## config.mk

```make
export PLATFORM = sky130hd
export DESIGN_NAME = plrc_power_loss_ctrl
export DESIGN_NICKNAME = d
export VERILOG_FILES = /design/src/pkg/plrc_pkg.sv /design/src/design/plrc_state_store.sv /design/src/design/plrc_power_loss_ctrl.sv
export SDC_FILE = /design/constraint.sdc
export NUM_CORES = 1
export LEC_CHECK = 0
export BUFFER_PORTS_ARGS = -buffer_cell sky130_fd_sc_hd__buf_2
export CAP_MARGIN = 20
export CORE_UTILIZATION = 53
export DETAILED_ROUTE_END_ITERATION = 7
export PLACE_DENSITY = 0.78
export SETUP_SLACK_MARGIN = 0.15
export SYNTH_ARGS = -nofsm -noshare
export SYNTH_HDL_FRONTEND = slang
export SYNTH_SLANG_ARGS = --single-unit
```

## constraint.sdc

```tcl
create_clock -name clk -period 1.95 [get_ports clk]
set_clock_uncertainty 0.15 [all_clocks]
set_input_delay 0.39 -clock clk [delete_from_list [all_inputs] [get_ports clk]]
set_output_delay 0.39 -clock clk [all_outputs]
set_load 0.01 [all_outputs]
```

## src/pkg/plrc_pkg.sv

```systemverilog
// Purpose: Shared constants and types for the power loss restore control block.
// Assumes: A 10 MHz standby-domain clock.
// Notes:   The monitoring window is held in seconds and converted to cycles here.
`default_nettype none
package plrc_pkg;
    localparam longint unsigned CLK_HZ        = 64'h989680;
    localparam longint unsigned MON_SECONDS   = 64'h1E;
    localparam longint unsigned MON_CYCLES    = MON_SECONDS * CLK_HZ;
    localparam int              CNT_W         = 29;
    localparam logic [1:0]      POL_TURN_ON   = 2'h0;
    localparam logic [1:0]      POL_REMAIN    = 2'h1;
    localparam logic [1:0]      POL_LAST      = 2'h2;
    localparam logic            STATE_RESET   = 1'h0;

    typedef enum logic [2:0] {
        PLRC_OFF_IDLE,
        PLRC_MONITOR,
        PLRC_ON,
        PLRC_DECIDE
    } plrc_state_e;
endpackage : plrc_pkg
`default_nettype wire

```

## src/design/plrc_state_store.sv

```systemverilog
// Purpose: One-bit store for the last system state that survives standby loss.
// Assumes: Its clear input is separate from the standby-domain reset.
// Notes:   Models a battery-backed cell; of the two resets only porRst_b, not rst_b, clears it.
`default_nettype none
module plrc_state_store (
    input  wire logic clk,
    input  wire logic porRst_b,
    input  wire logic wrEn,
    input  wire logic wrData,
    output logic      rdData
);
    always_ff @(posedge clk or negedge porRst_b) begin
        if (!porRst_b) begin
            rdData <= plrc_pkg::STATE_RESET;
        end else if (wrEn) begin
            rdData <= wrData;
        end
    end
endmodule : plrc_state_store
`default_nettype wire

```

## src/design/plrc_power_loss_ctrl.sv

```systemverilog
// Purpose: Decide power-on behaviour when standby power returns.
// Assumes: Inputs synchronous to clk; rst_b follows the standby rail.
// Notes:   monCycles is a parameter so simulation can shorten 30 s.
`default_nettype none
module plrc_power_loss_ctrl #(
    parameter longint unsigned monCycles = plrc_pkg::MON_CYCLES
) (
    input  wire logic       clk,
    input  wire logic       rst_b,
    input  wire logic       porRst_b,
    input  wire logic       standbyGood,
    input  wire logic       standbyRailPresent,
    input  wire logic [1:0] lossPolicy,
    input  wire logic       sysOn,
    output logic            powerOnReq,
    output logic            orderlyOff,
    output logic            acLossSeen
);
    localparam int                         CW       = plrc_pkg::CNT_W;
    localparam logic [plrc_pkg::CNT_W-1:0] CNT_END  = CW'(monCycles - 64'h1);
    localparam logic [plrc_pkg::CNT_W-1:0] CNT_STEP = CW'(32'h1);

    plrc_pkg::plrc_state_e          state;
    logic [plrc_pkg::CNT_W-1:0]     monCount;
    logic                           lastState;
    logic                           storeWr;
    logic                           storeData;
    logic                           sysOnPrev;
    logic                           decideOn;

    function automatic logic policyOn(input logic [1:0] pol, input logic last);
        case (pol)
            plrc_pkg::POL_TURN_ON: policyOn = 1'h1;
            plrc_pkg::POL_REMAIN:  policyOn = 1'h0;
            plrc_pkg::POL_LAST:    policyOn = last;
            default:               policyOn = 1'h0;
        endcase
    endfunction : policyOn

    // One decode of the window end keeps the store and the flag in step; the state block compares monCount to CNT_END itself.
    function automatic logic atWindowEnd(input plrc_pkg::plrc_state_e st,
                                         input logic [plrc_pkg::CNT_W-1:0] cnt);
        atWindowEnd = (st == plrc_pkg::PLRC_MONITOR) && (cnt == CNT_END);
    endfunction : atWindowEnd

    // Powering on marks the last state as on; the window only later clears it,
    // so a loss inside the window keeps "on", which is accepted behaviour.
    assign storeWr   = (sysOn && !sysOnPrev) ||
                       atWindowEnd(state, monCount);
    assign storeData = sysOn;
    assign decideOn  = standbyRailPresent && policyOn(lossPolicy, lastState);

    plrc_state_store u_store (
        .clk      (clk),
        .porRst_b (porRst_b),
        .wrEn     (storeWr),
        .wrData   (storeData),
        .rdData   (lastState)
    );

    always_ff @(posedge clk or negedge rst_b) begin
        if (!rst_b) begin
            sysOnPrev <= 1'h0;
        end else begin
            sysOnPrev <= sysOn;
        end
    end

    // Reset means standby just returned, so the first step is the policy choice.
    always_ff @(posedge clk or negedge rst_b) begin
        if (!rst_b) begin
            state <= plrc_pkg::PLRC_DECIDE;
        end else begin
            case (state)
                plrc_pkg::PLRC_DECIDE:   state <= decideOn ? plrc_pkg::PLRC_ON
                                                           : plrc_pkg::PLRC_OFF_IDLE;
                plrc_pkg::PLRC_ON: begin
                    if (!sysOn) begin
                        state <= (lossPolicy == plrc_pkg::POL_LAST)
                               ? plrc_pkg::PLRC_MONITOR : plrc_pkg::PLRC_OFF_IDLE;
                    end
                end
                plrc_pkg::PLRC_MONITOR: begin
                    if (sysOn) begin
                        state <= plrc_pkg::PLRC_ON;
                    end else if (monCount == CNT_END) begin
                        state <= plrc_pkg::PLRC_OFF_IDLE;
                    end
                end
                plrc_pkg::PLRC_OFF_IDLE: begin
                    if (sysOn) begin
                        state <= plrc_pkg::PLRC_ON;
                    end
                end
                default: state <= plrc_pkg::PLRC_OFF_IDLE;
            endcase
        end
    end

    always_ff @(posedge clk or negedge rst_b) begin
        if (!rst_b) begin
            monCount <= '0;
        end else if (state != plrc_pkg::PLRC_MONITOR) begin
            monCount <= '0;
        end else if (monCount != CNT_END) begin
            monCount <= monCount + CNT_STEP;
        end
    end

    // The request is a single pulse, so a held line cannot switch the system
    // on again after it has shut itself down.
    always_ff @(posedge clk or negedge rst_b) begin
        if (!rst_b) begin
            powerOnReq <= 1'h0;
        end else begin
            powerOnReq <= (state == plrc_pkg::PLRC_DECIDE) && decideOn;
        end
    end

    always_ff @(posedge clk or negedge rst_b) begin
        if (!rst_b) begin
            orderlyOff <= 1'h0;
        end else if (atWindowEnd(state, monCount)) begin
            orderlyOff <= 1'h1;
        end else if (sysOn) begin
            orderlyOff <= 1'h0;
        end
    end

    // Standby loss mid-window appears as a drop of standbyGood before reset hits.
    always_ff @(posedge clk or negedge rst_b) begin
        if (!rst_b) begin
            acLossSeen <= 1'h0;
        end else if (state == plrc_pkg::PLRC_MONITOR && !standbyGood) begin
            acLossSeen <= 1'h1;
        end else if (sysOn) begin
            acLossSeen <= 1'h0;
        end
    end

    AST_REMAIN_OFF: assert property (@(posedge clk) disable iff (!rst_b)
        state == plrc_pkg::PLRC_DECIDE && lossPolicy == plrc_pkg::POL_REMAIN
        |=> !powerOnReq)
        else $error("Remain-off policy requested power on.");
    AST_TURN_ON: assert property (@(posedge clk) disable iff (!rst_b)
        state == plrc_pkg::PLRC_DECIDE && standbyRailPresent
        && lossPolicy == plrc_pkg::POL_TURN_ON |=> powerOnReq)
        else $error("Turn-on policy did not request power on.");
    AST_LAST_STATE: assert property (@(posedge clk) disable iff (!rst_b)
        state == plrc_pkg::PLRC_DECIDE && standbyRailPresent
        && lossPolicy == plrc_pkg::POL_LAST |=> powerOnReq == $past(lastState))
        else $error("Last-state policy did not follow stored state.");
    AST_NO_RAIL: assert property (@(posedge clk) disable iff (!rst_b)
        !$past(standbyRailPresent) |-> !powerOnReq)
        else $error("Policy acted without a standby rail.");
    AST_MON_ENTRY: assert property (@(posedge clk) disable iff (!rst_b)
        state == plrc_pkg::PLRC_ON && !sysOn && lossPolicy == plrc_pkg::POL_LAST
        |=> state == plrc_pkg::PLRC_MONITOR && monCount == '0)
        else $error("Monitoring did not start at shutdown.");
    AST_NO_MON: assert property (@(posedge clk) disable iff (!rst_b)
        state == plrc_pkg::PLRC_ON && !sysOn && lossPolicy != plrc_pkg::POL_LAST
        |=> state == plrc_pkg::PLRC_OFF_IDLE)
        else $error("Monitoring used outside last-state policy.");
    AST_COUNT: assert property (@(posedge clk) disable iff (!rst_b)
        state == plrc_pkg::PLRC_MONITOR && $past(state) == plrc_pkg::PLRC_MONITOR
        && monCount != '0 |-> monCount == $past(monCount) + CNT_STEP)
        else $error("Monitoring counter skipped.");
    AST_ORDERLY: assert property (@(posedge clk) disable iff (!rst_b)
        state == plrc_pkg::PLRC_MONITOR && monCount == CNT_END && !sysOn
        |=> orderlyOff && state == plrc_pkg::PLRC_OFF_IDLE)
        else $error("Full window did not give orderly switch-off.");
    AST_AC_LOSS: assert property (@(posedge clk) disable iff (!rst_b)
        state == plrc_pkg::PLRC_MONITOR && !standbyGood |=> acLossSeen)
        else $error("Standby drop in window not flagged.");
    AST_STORE: assert property (@(posedge clk) disable iff (!rst_b)
        sysOn && !sysOnPrev |=> lastState)
        else $error("Power-on not recorded as last state.");

    // The hold checks below also catch a flag or a stored state that is lost
    // without a power-on, which the set checks alone would miss.
    AST_REQ_PULSE: assert property (@(posedge clk) disable iff (!rst_b)
        powerOnReq
        |=> !powerOnReq)
        else $error("Power-on request lasted more than one cycle.");
    AST_REQ_SOURCE: assert property (@(posedge clk) disable iff (!rst_b)
        powerOnReq
        |-> $past(state) == plrc_pkg::PLRC_DECIDE && $past(standbyRailPresent))
        else $error("Power-on request outside the return decision.");
    AST_WINDOW_CLEAR: assert property (@(posedge clk) disable iff (!rst_b)
        atWindowEnd(state, monCount) && !sysOn
        |=> !lastState)
        else $error("Full window did not record the off state.");
    AST_EARLY_LOSS: assert property (@(posedge clk) disable iff (!rst_b)
        state == plrc_pkg::PLRC_MONITOR && !sysOn && !atWindowEnd(state, monCount)
        |=> $stable(lastState))
        else $error("Last state changed inside the window.");
    AST_COUNT_CLEAR: assert property (@(posedge clk) disable iff (!rst_b)
        state != plrc_pkg::PLRC_MONITOR
        |=> monCount == '0)
        else $error("Monitoring counter not restarted.");
    AST_COUNT_BOUND: assert property (@(posedge clk) disable iff (!rst_b)
        state == plrc_pkg::PLRC_MONITOR
        |-> monCount <= CNT_END)
        else $error("Monitoring counter passed the window end.");
    AST_ORDERLY_HOLD: assert property (@(posedge clk) disable iff (!rst_b)
        orderlyOff && !sysOn
        |=> orderlyOff)
        else $error("Orderly switch-off flag lost while off.");
    AST_LOSS_HOLD: assert property (@(posedge clk) disable iff (!rst_b)
        acLossSeen && !sysOn
        |=> acLossSeen)
        else $error("Power loss flag lost while off.");
endmodule : plrc_power_loss_ctrl
`default_nettype wire

```

* Word-level counts from Yosys, hierarchy flattened
Index checks and enable logic that the tools add are counted.
** Storage, ports and cells
- Output and inout port bits :: 3
- Register bits after elaboration :: 37
- Word-level logic and storage cells :: 45
- Input port bits :: 8
** Operators by class
- Equality and inequality tests :: 10
- $add $sub $neg :: 1
- Reduce and logical (&&, ||, !) cells :: 14
- Multiplexer cells :: 13
** Operator list (number)
- 29-bit two-way mux :: 2
- 29-bit by 1-bit adder with 29-bit output, second input constant :: 1
- 29-bit equality test, second input constant :: 1
- 29-bit inequality test, second input constant :: 1
- 3-bit two-way mux :: 4
- 3-bit case mux with 4 select lines :: 1
- 3-bit by 2-bit equality test with 1-bit output, second input constant :: 2
- 2-bit nonzero test :: 3
- 1-bit logical AND :: 5
- 1-bit two-way mux :: 4
- 2-bit inequality test, second input constant :: 2
- 3-bit by 1-bit equality test with 1-bit output, second input constant :: 1
- 3-bit zero test :: 1
- 3-bit by 1-bit inequality test with 1-bit output, second input constant :: 1
- 3-bit by 2-bit inequality test with 1-bit output, second input constant :: 1
- 3-bit AND reduction :: 1
- 2-bit equality test, second input constant :: 1
- 1-bit zero test :: 2
- 2-bit zero test :: 1
- 2-bit two-way mux :: 1
- 1-bit case mux with 2 select lines :: 1
- 1-bit logical OR :: 1

* Longest topological paths before layout
Gate-level depths: netlist of run 1.
- Word-level depth :: 5
- Mapped depth :: 7
- Gate-level depth less buffers :: 6

* Cells and area by module
Synthesis of run 1 repeated with hierarchy kept, for this count alone.
** Second synthesis, totals
- Cells, all modules :: 180
- Area, all modules :: 1859.3 µm²
** Modules (own cells, without submodules)
- plrc_power_loss_ctrl :: area an instance 1819.2 µm², instances 1, sequential area each 878.3 µm², cells an instance 178
- plrc_state_store :: area an instance 40.0 µm², instances 1, sequential area each 25.0 µm², cells an instance 2

* Worst setup path after synthesis of run 1
OpenSTA, ideal clock, no wires.
- Path kind :: reg-to-reg
- Start :: register monCount[0] in the netlist's numbering
- End :: register u_store.rdData
- Clock period less this slack :: 1.928 ns
- Buffers on the path :: 1
- Slack :: 0.022 ns
- Setup time :: 0.121 ns
- Data required time :: 1.679 ns
- Stages on the path, launching flop included :: 8
- Data arrival time :: 1.657 ns
- Path through :: dfrtp_1 ha_1 nand3_2 or2_2 nor3_2 buf_4 nand2_2 a22o_1
** Between the ends
- Word-level cells in the longest chain between the ends :: 3
** Ends and longest elaborated chain
- from (decl) :: line plrc_power_loss_ctrl.sv:24 : logic [plrc_pkg::CNT_W-1:0] monCount;
- from (signal assigned) :: line plrc_power_loss_ctrl.sv:106 : monCount <= monCount + CNT_STEP;
- 29-bit equality test :: line plrc_power_loss_ctrl.sv:43 : atWindowEnd = (st == plrc_pkg::PLRC_MONITOR) && (cnt == CNT_END);
- 1-bit logical AND :: line plrc_power_loss_ctrl.sv:43
- 1-bit logical OR :: line plrc_power_loss_ctrl.sv:48 : assign storeWr = (sysOn && !sysOnPrev) ||
- to (signal assigned) :: line plrc_state_store.sv:14 : rdData <= plrc_pkg::STATE_RESET;
- to (signal assigned) :: line plrc_state_store.sv:16 : rdData <= wrData;
- to (decl) :: line plrc_state_store.sv:10 : output logic rdData
Every way passes these cells.
A chain may end at the register's enable or synchronous reset.

* Final worst setup path of run 1
- Start :: register monCount[8] in the netlist's numbering
- End :: register monCount[10] in the netlist's numbering
** Between the ends
- Word-level cells in the longest chain between the ends :: 3
- Elaborated cells on any way between the ends :: 5
** Ends and longest elaborated chain
- 29-bit by 1-bit adder with 29-bit output :: line plrc_power_loss_ctrl.sv:106
- 29-bit two-way mux :: line plrc_power_loss_ctrl.sv:105 : end else if (monCount != CNT_END) begin
- 29-bit two-way mux :: line plrc_power_loss_ctrl.sv:103 : end else if (state != plrc_pkg::PLRC_MONITOR) begin
Several ways; a longest one is shown, not always the timed one. The select of a mux whose other input is x is not followed.

==> flow_metrics.py, run 1 <==
metrics = {
    "sta": {
        "period_share_pct": 101,
        "rsz0062_at_grt": "yes",
        "tightest_slew_ns": 0.440,
        "slew_headroom_pct": 70.7,
        "final-setup-viol-count": 3,
        "hold_viol": 0,
        "setup_slack_ns": -0.0276,
        "max_freq_mhz": 506,
        "fin_crit_ns": 1.98,
        "maxSlewViolCount": 0,
    },
    "worst_hold_path": {
        "min_path_type": "input pin to flop",
    },
    "place": {
        "dpl_cell_area_um2": 2030,
        "dpl.hpwl_um": 2710,
        "place_inst": 241,
        "port_buffers": 10,
        "gp_congestion": 0.795,
    },
    "detailed_routing": {
        "drc": 0,
        "via_per_inst": 5.96,
        "first_pass_iters": 4,
        "ant_nets": 0,
        "wl_per_cell_um": 18.7,
        "drt_wl_total_um": 5080,
        "route.vias.total": 1621,
        "initialDrtViolationCount": 102,
    },
    "setup_path": {
        "worstPathMaxFanout": 3,
        "slowest_delay_ns": 0.45,
        "arrival_ns": 2.07,
        "cp.buffers_inverters": 1,
        "worstSetupPathType": "flop to flop",
        "r2r_setup_slack_ns": -0.03,
        "worstPathRequired_ns": 2.04,
        "crit_path_end_kind": "flop",
        "path_cells": "nor4b_2 > nand4_1 > buf_4 > o2111ai_2 > xor2_1 > nor2_1",
        "worst_setup_path_start_kind": "flop",
        "crit_family": "simple AND/OR/NAND/NOR gates",
        "slowest_stage": "dfrtp_1",
    },
    "layout": {
        "stdcell_count": 272,
        "drive_gt1_share_pct": 37.7,
        "stdcell_area_um2": 2440,
        "syn_to_final_growth_pct": 34.4,
        "nets": 236,
        "n_antenna_cell": 0,
        "utilization_pct": 77.3,
        "n_fill_cell": 203,
    },
    "global_routing": {
        "grt-ovfl-total": 0,
        "grt_max_degree": 36,
        "antenna_found_initial": 0,
        "first_global_vias": 1553,
        "grt_pass1_wl_um": 7160,
        "track_usage_pct": 28.0,
    },
    "pwr": {
        "p_int_uw": 912,
        "netSwitchingFraction_pct": 24.5,
        "power.share.combinational_pct": 4.2,
        "seq_power_share_pct": 62.6,
        "p_leak_nw": 1.09,
        "power_density_nw_per_um2": 496,
        "vdd_drop_max_mv": 0.499,
        "switchingPower_uw": 296,
        "clock_power_share_pct": 33.2,
    },
    "synth": {
        "synth_compound_area_share_pct": 7.10,
        "yosysMostFrequentCell": "dfrtp_1",
        "async_reset_ff_share_pct": 100,
        "synthTopCellsByCount": "dfrtp_1 (34), nor2_1 (28), xor2_1 (13)",
        "yosys_warnings": 0,
        "synth_edf_count": 0,
        "synth_top_family_by_area": "simple AND/OR/NAND/NOR gates",
        "ys_seq_elements": 36,
        "syn_nets": 188,
        "synthTopCellsByArea": "dfrtp_1 (47%), xor2_1 (6.3%), nor2_1 (5.8%), xnor2_1 (3.9%), dfstp_2 (2.9%)",
        "netlist_instances": 179,
        "synth_xor_area_share_pct": 10.1,
        "ys.flop_type": "dfrtp_1",
        "synthMuxAreaShare_pct": 1.10,
        "yosys.area_share.adder_pct": 0.690,
        "yosysSeqAreaShare_pct": 49.8,
        "yosys.area_share.simple_pct": 28.7,
        "synth_area_per_cell_um2": 10.1,
        "syn_area_um2": 1810,
        "synthDistinctLibCells": 46,
        "synth_top_cell_by_area": "dfrtp_1",
        "yosysTopAreaCellShare_pct": 46.9,
    },
    "floorplan": {
        "io_pins": 11,
        "die_area_um2": 3660,
        "fp.coreArea_um2": 3150,
        "die_y_um": 60.5,
        "rows": 20,
        "start_util_pct": 57.5,
        "die_w_um": 60.5,
    },
    "clocking": {
        "insertion_delay_ns": 0.36,
        "clock_sinks": 36,
        "clockBufferDepth": 2,
        "numCtsBuffers": 5,
        "cts_root_buffer": "clkbuf_4",
        "clk_pin_slew_ns": 0.12,
        "htreeDepth": 2,
        "cts_tree": "yes",
    },
    "run_status": {
        "outcome": "finished, violations left",
        "violations": "negative setup slack",
    },
    "flow_run": {
        "max-cap-violations": 0,
    },
}
-- layout make-up --
cell class / instances / area [um2] / area share, %
Clock buffer: 6 / 41.3 / 1.69
Clock inverter: 2 / 12.5 / 0.513
Inverter: 6 / 22.5 / 0.924
Multi-Input combinational cell: 132 / 1040 / 42.8
Sequential cell: 36 / 908 / 37.2
Tap cell: 44 / 55.1 / 2.26
Timing Repair Buffer: 46 / 355 / 14.6
-- per-stage QoR --
stage	hold slack (ns)	total power, mW	setup WS, ns	setup TNS [ns]
after floorplan	-0.0556	0.783	0.154	0
after global placement	0.0199	0.812	0.0846	0
after detailed placement	0.0210	0.814	0.0232	0
after CTS	0.0443	1.21	0.0603	0
after global routing	0.0417	1.25	-0.0931	-0.538
final	0.0564	1.21	-0.0276	-0.0599
-- path summary, 6_finish.rpt --
path	startpoint	end	cells past startpoint
min in group asynchronous	porRst_b	u_store.rdData	2
setup / recovery	monCount[8]	monCount[10]	6
hold / removal	standbyGood	acLossSeen	2
setup reg to reg	monCount[8]	monCount[10]	6
max in group asynchronous	rst_b	monCount[4]	3
hold reg to reg	orderlyOff	orderlyOff	2
-- worst reg2reg max path, delay by kind of cell, from the launching register on --
kind	cells	cell delay, ns
buffers and inverters	1	0.22
AOI/OAI and AO/OA	1	0.19
DFF	1	0.45
and+or+nand+nor	3	0.68
xor gates and xnor gates	1	0.18
-- registers in the layout, summed over array words and instances (netlist names) --
signal	cells
acLossSeen	1
monCount	29
orderlyOff	1
powerOnReq	1
state	2
sysOnPrev	1
u_store.rdData	1
-- routing by layer --
| layer | vias up | global-route usage, % | part of all wire [%] |
|---|---|---|---|
| met5 | - | 0 | 0 |
| met4 | 0 | 15.9 | 4.0 |
| met3 | 24 | 9.59 | 8.4 |
| met2 | 92 | 44.9 | 50 |
| met1 | 783 | 32.9 | 38 |
| li1 | 722 | - | - |
-- logic make-up after synthesis --
kind of cell	Yosys count
DFF	36
and+or+nand+nor	89
buffers and inverters	11
AOI/OAI and AO/OA	19
adders and majority gates	1
xor gates and xnor gates	21
muxes	2
-- cells in the final DEF, fill, tap and decap left out, drive strengths merged, types with 2 or more instances in the layout --
master / n
buf: 44
dfrtp: 34
nor2: 28
xor2: 13
nand2: 12
nand3: 9
xnor2: 8
nand4: 7
nor3: 7
inv: 6
clkbuf: 6
and3: 5
o21ai: 5
nor4b: 4
or3: 3
nand2b: 2
mux2i: 2
o211ai: 2
or4: 2
dlygate4sd3: 2
dfstp: 2
a21oi: 2
and2: 2
and4: 2
o41ai: 2
-- power groups by stage --
stage	Clock, mW	Sequential [mW]	Combinational [mW]
after CTS	0.403	0.756	0.0484
after global placement	0	0.770	0.0414
after detailed placement	0	0.771	0.0434
after floorplan	0	0.771	0.0125
final	0.401	0.757	0.0504
after global routing	0.439	0.758	0.0563
-- what timing repair did --
item                                    4_1_cts  5_1_grt
hold endpoints to repair                     34        0
hold buffers                                  2        0
endpoints found under the setup margin       15       27
resized for setup                            10       32
gates cloned                                  1        0
setup buffers                                13        7
pin swaps                                    11       27
No activity file was read; power rests on OpenSTA's default activity.
==> inputs of run 2 (changes only) <==
--- a/config.mk
+++ b/config.mk
@@ -7,6 +7,7 @@
 export LEC_CHECK = 0
 export BUFFER_PORTS_ARGS = -buffer_cell sky130_fd_sc_hd__buf_2
 export CAP_MARGIN = 20
+export CORE_MARGIN = 8
 export CORE_UTILIZATION = 53
 export DETAILED_ROUTE_END_ITERATION = 7
 export PLACE_DENSITY = 0.78
==> flow_metrics.py, run 2 (same netlist as run 1, synthesis figures left out) <==
metrics = {
    "clocking": {
        "numCtsBuffers": 5,
        "insertion_delay_ns": 0.36,
        "cts_root_buffer": "clkbuf_4",
        "clock_sinks": 36,
        "clockBufferDepth": 2,
        "clk_pin_slew_ns": 0.11,
        "htreeDepth": 2,
        "cts_tree": "yes",
    },
    "setup_path": {
        "critPathLaunch": "monCount[0]",
        "worstPathRequired_ns": 2.10,
        "crit_path_end_kind": "flop",
        "slowest_delay_ns": 0.45,
        "slowest_stage": "dfrtp_1",
        "worstSetupPathType": "flop to flop",
        "worstPathMaxFanout": 7,
        "path_cells": "ha_4 > nand3_4 > or2_4 > nor3_2 > buf_6 > buf_6 > or4_4 > nand2_1",
        "cp.buffers_inverters": 2,
        "arrival_ns": 2.06,
        "reg2reg_from": "monCount[0]",
        "crit_top_cell": "buf_6",
        "crit_family": "simple AND/OR/NAND/NOR gates",
        "worst_setup_path_start_kind": "flop",
    },
    "place": {
        "place_worst_setup_slack_ns": 0.0215,
        "port_buffers": 10,
        "dpl.hpwl_um": 2730,
        "gp_congestion": 0.862,
    },
    "layout": {
        "mostFrequentLayoutCells": "buf_4 (30), nor2_1 (27), dfrtp_1 (26), xor2_1 (13), nand2_1 (11)",
        "n_antenna_cell": 0,
        "final_common_cell": "buf_4",
        "largest_reg_flops": 29,
        "utilization_pct": 74.5,
        "register_area_um2": 913,
        "nets": 235,
        "n_fill_cell": 227,
        "largest_register": "monCount",
        "multiInputGateArea_um2": 1050,
        "syn_to_final_growth_pct": 36.0,
        "reg.largest.list": "monCount: 29 flops, state: 2 flops",
        "drive_gt1_share_pct": 41.9,
    },
    "pwr": {
        "netSwitchingFraction_pct": 20.8,
        "switchingPower_uw": 293,
        "power.share.combinational_pct": 3.4,
        "p_leak_nw": 1.05,
        "clock_power_share_pct": 42.7,
        "seq_power_share_pct": 53.9,
        "p_int_mw": 1.11,
        "vdd_drop_max_mv": 0.484,
        "power_density_nw_per_um2": 569,
    },
    "detailed_routing": {
        "ant_nets": 0,
        "route.vias.total": 1579,
        "drt_wl_total_um": 4790,
        "first_pass_iters": 4,
        "initialDrtViolationCount": 123,
        "via_per_inst": 5.78,
        "drc": 0,
        "wl_per_cell_um": 17.6,
    },
    "sta": {
        "setup_slack_ns": 0.0463,
        "slew_headroom_pct": 69.8,
        "max_freq_mhz": 525,
        "maxSlewViolCount": 0,
        "period_share_pct": 97.6,
        "tightest_slew_ns": 0.453,
        "hold_viol": 0,
        "setup-tns-final_ns": 0,
        "rsz0062_at_grt": "yes",
        "fin_crit_ns": 1.90,
        "final-setup-viol-count": 0,
    },
    "floorplan": {
        "io_pins": 11,
        "die_area_um2": 5550,
        "die_y_um": 74.5,
        "die_w_um": 74.5,
        "rows": 21,
        "start_util_pct": 54.8,
        "fp.coreArea_um2": 3310,
    },
    "run_status": {
        "outcome": "finished, final reports clean",
    },
    "global_routing": {
        "first_global_vias": 1642,
        "grt-ovfl-total": 0,
        "track_usage_pct": 17.9,
        "grt_pass1_wl_um": 7490,
        "grt_max_degree": 36,
        "antenna_found_initial": 0,
    },
    "flow_run": {
        "max-cap-violations": 0,
    },
    "worst_hold_path": {
        "min-delay-start": "standbyGood",
        "min_path_type": "input pin to flop",
    },
}
==> run 2: worst paths after layout <==
path / end / slack [ns] / cells after the start
max: monCount[4] / 0.05 / 8
max in group asynchronous: state[0] / 0.86 / 3
max reg2reg: monCount[4] / 0.05 / 8
min: acLossSeen / 0.04 / 2
min reg2reg: orderlyOff / 0.38 / 2
min in group asynchronous: u_store.rdData / 0.19 / 2
==> run 2: repair_timing <==
action | CTS | global route
hold buffers | 2 | 0
resized for setup | 10 | 35
endpoints found under the hold margin | 34 | 0
pin swaps | 15 | 17
endpoints found under the setup margin | 17 | 23
buffers inserted | 15 | 7
==> run 2: area by class of cell <==
cell class | instances | area share [%]
Tap cell | 46 | 2.33
Inverter | 6 | 0.913
Clock inverter | 1 | 1.22
Timing Repair Buffer | 45 | 13.3
Multi-Input combinational cell | 132 | 42.5
Clock buffer | 7 | 2.64
Sequential cell | 36 | 37.0
==> run 2: metrics by stage <==
step	cells	cell area, um2	power, mW	hold slack [ns]
after global placement	241	2010	0.812	0.0207
after CTS	266	2270	1.41	0.0371
final	273	2470	1.40	0.0442
after floorplan	179	1850	0.783	-0.0556
after detailed placement	241	2010	0.814	0.0155
after global routing	273	2470	1.45	0.0249
==> run 2: power by group through the flow <==
stage,logic (mW),registers (mW),clock network (mW)
after CTS,0.0480,0.757,0.604
after global routing,0.0539,0.757,0.641
after global placement,0.0416,0.771,0
after detailed placement,0.0431,0.771,0
final,0.0479,0.757,0.599
after floorplan,0.0125,0.771,0
==> run 2: metal layers <==
layer	vias to the layer above	share of wire [%]	track usage, %
li1	725	-	-
met1	775	41	20.3
met2	62	49	28.1
met3	17	6.0	6.33
met5	-	0	0
met4	0	3.7	10.9
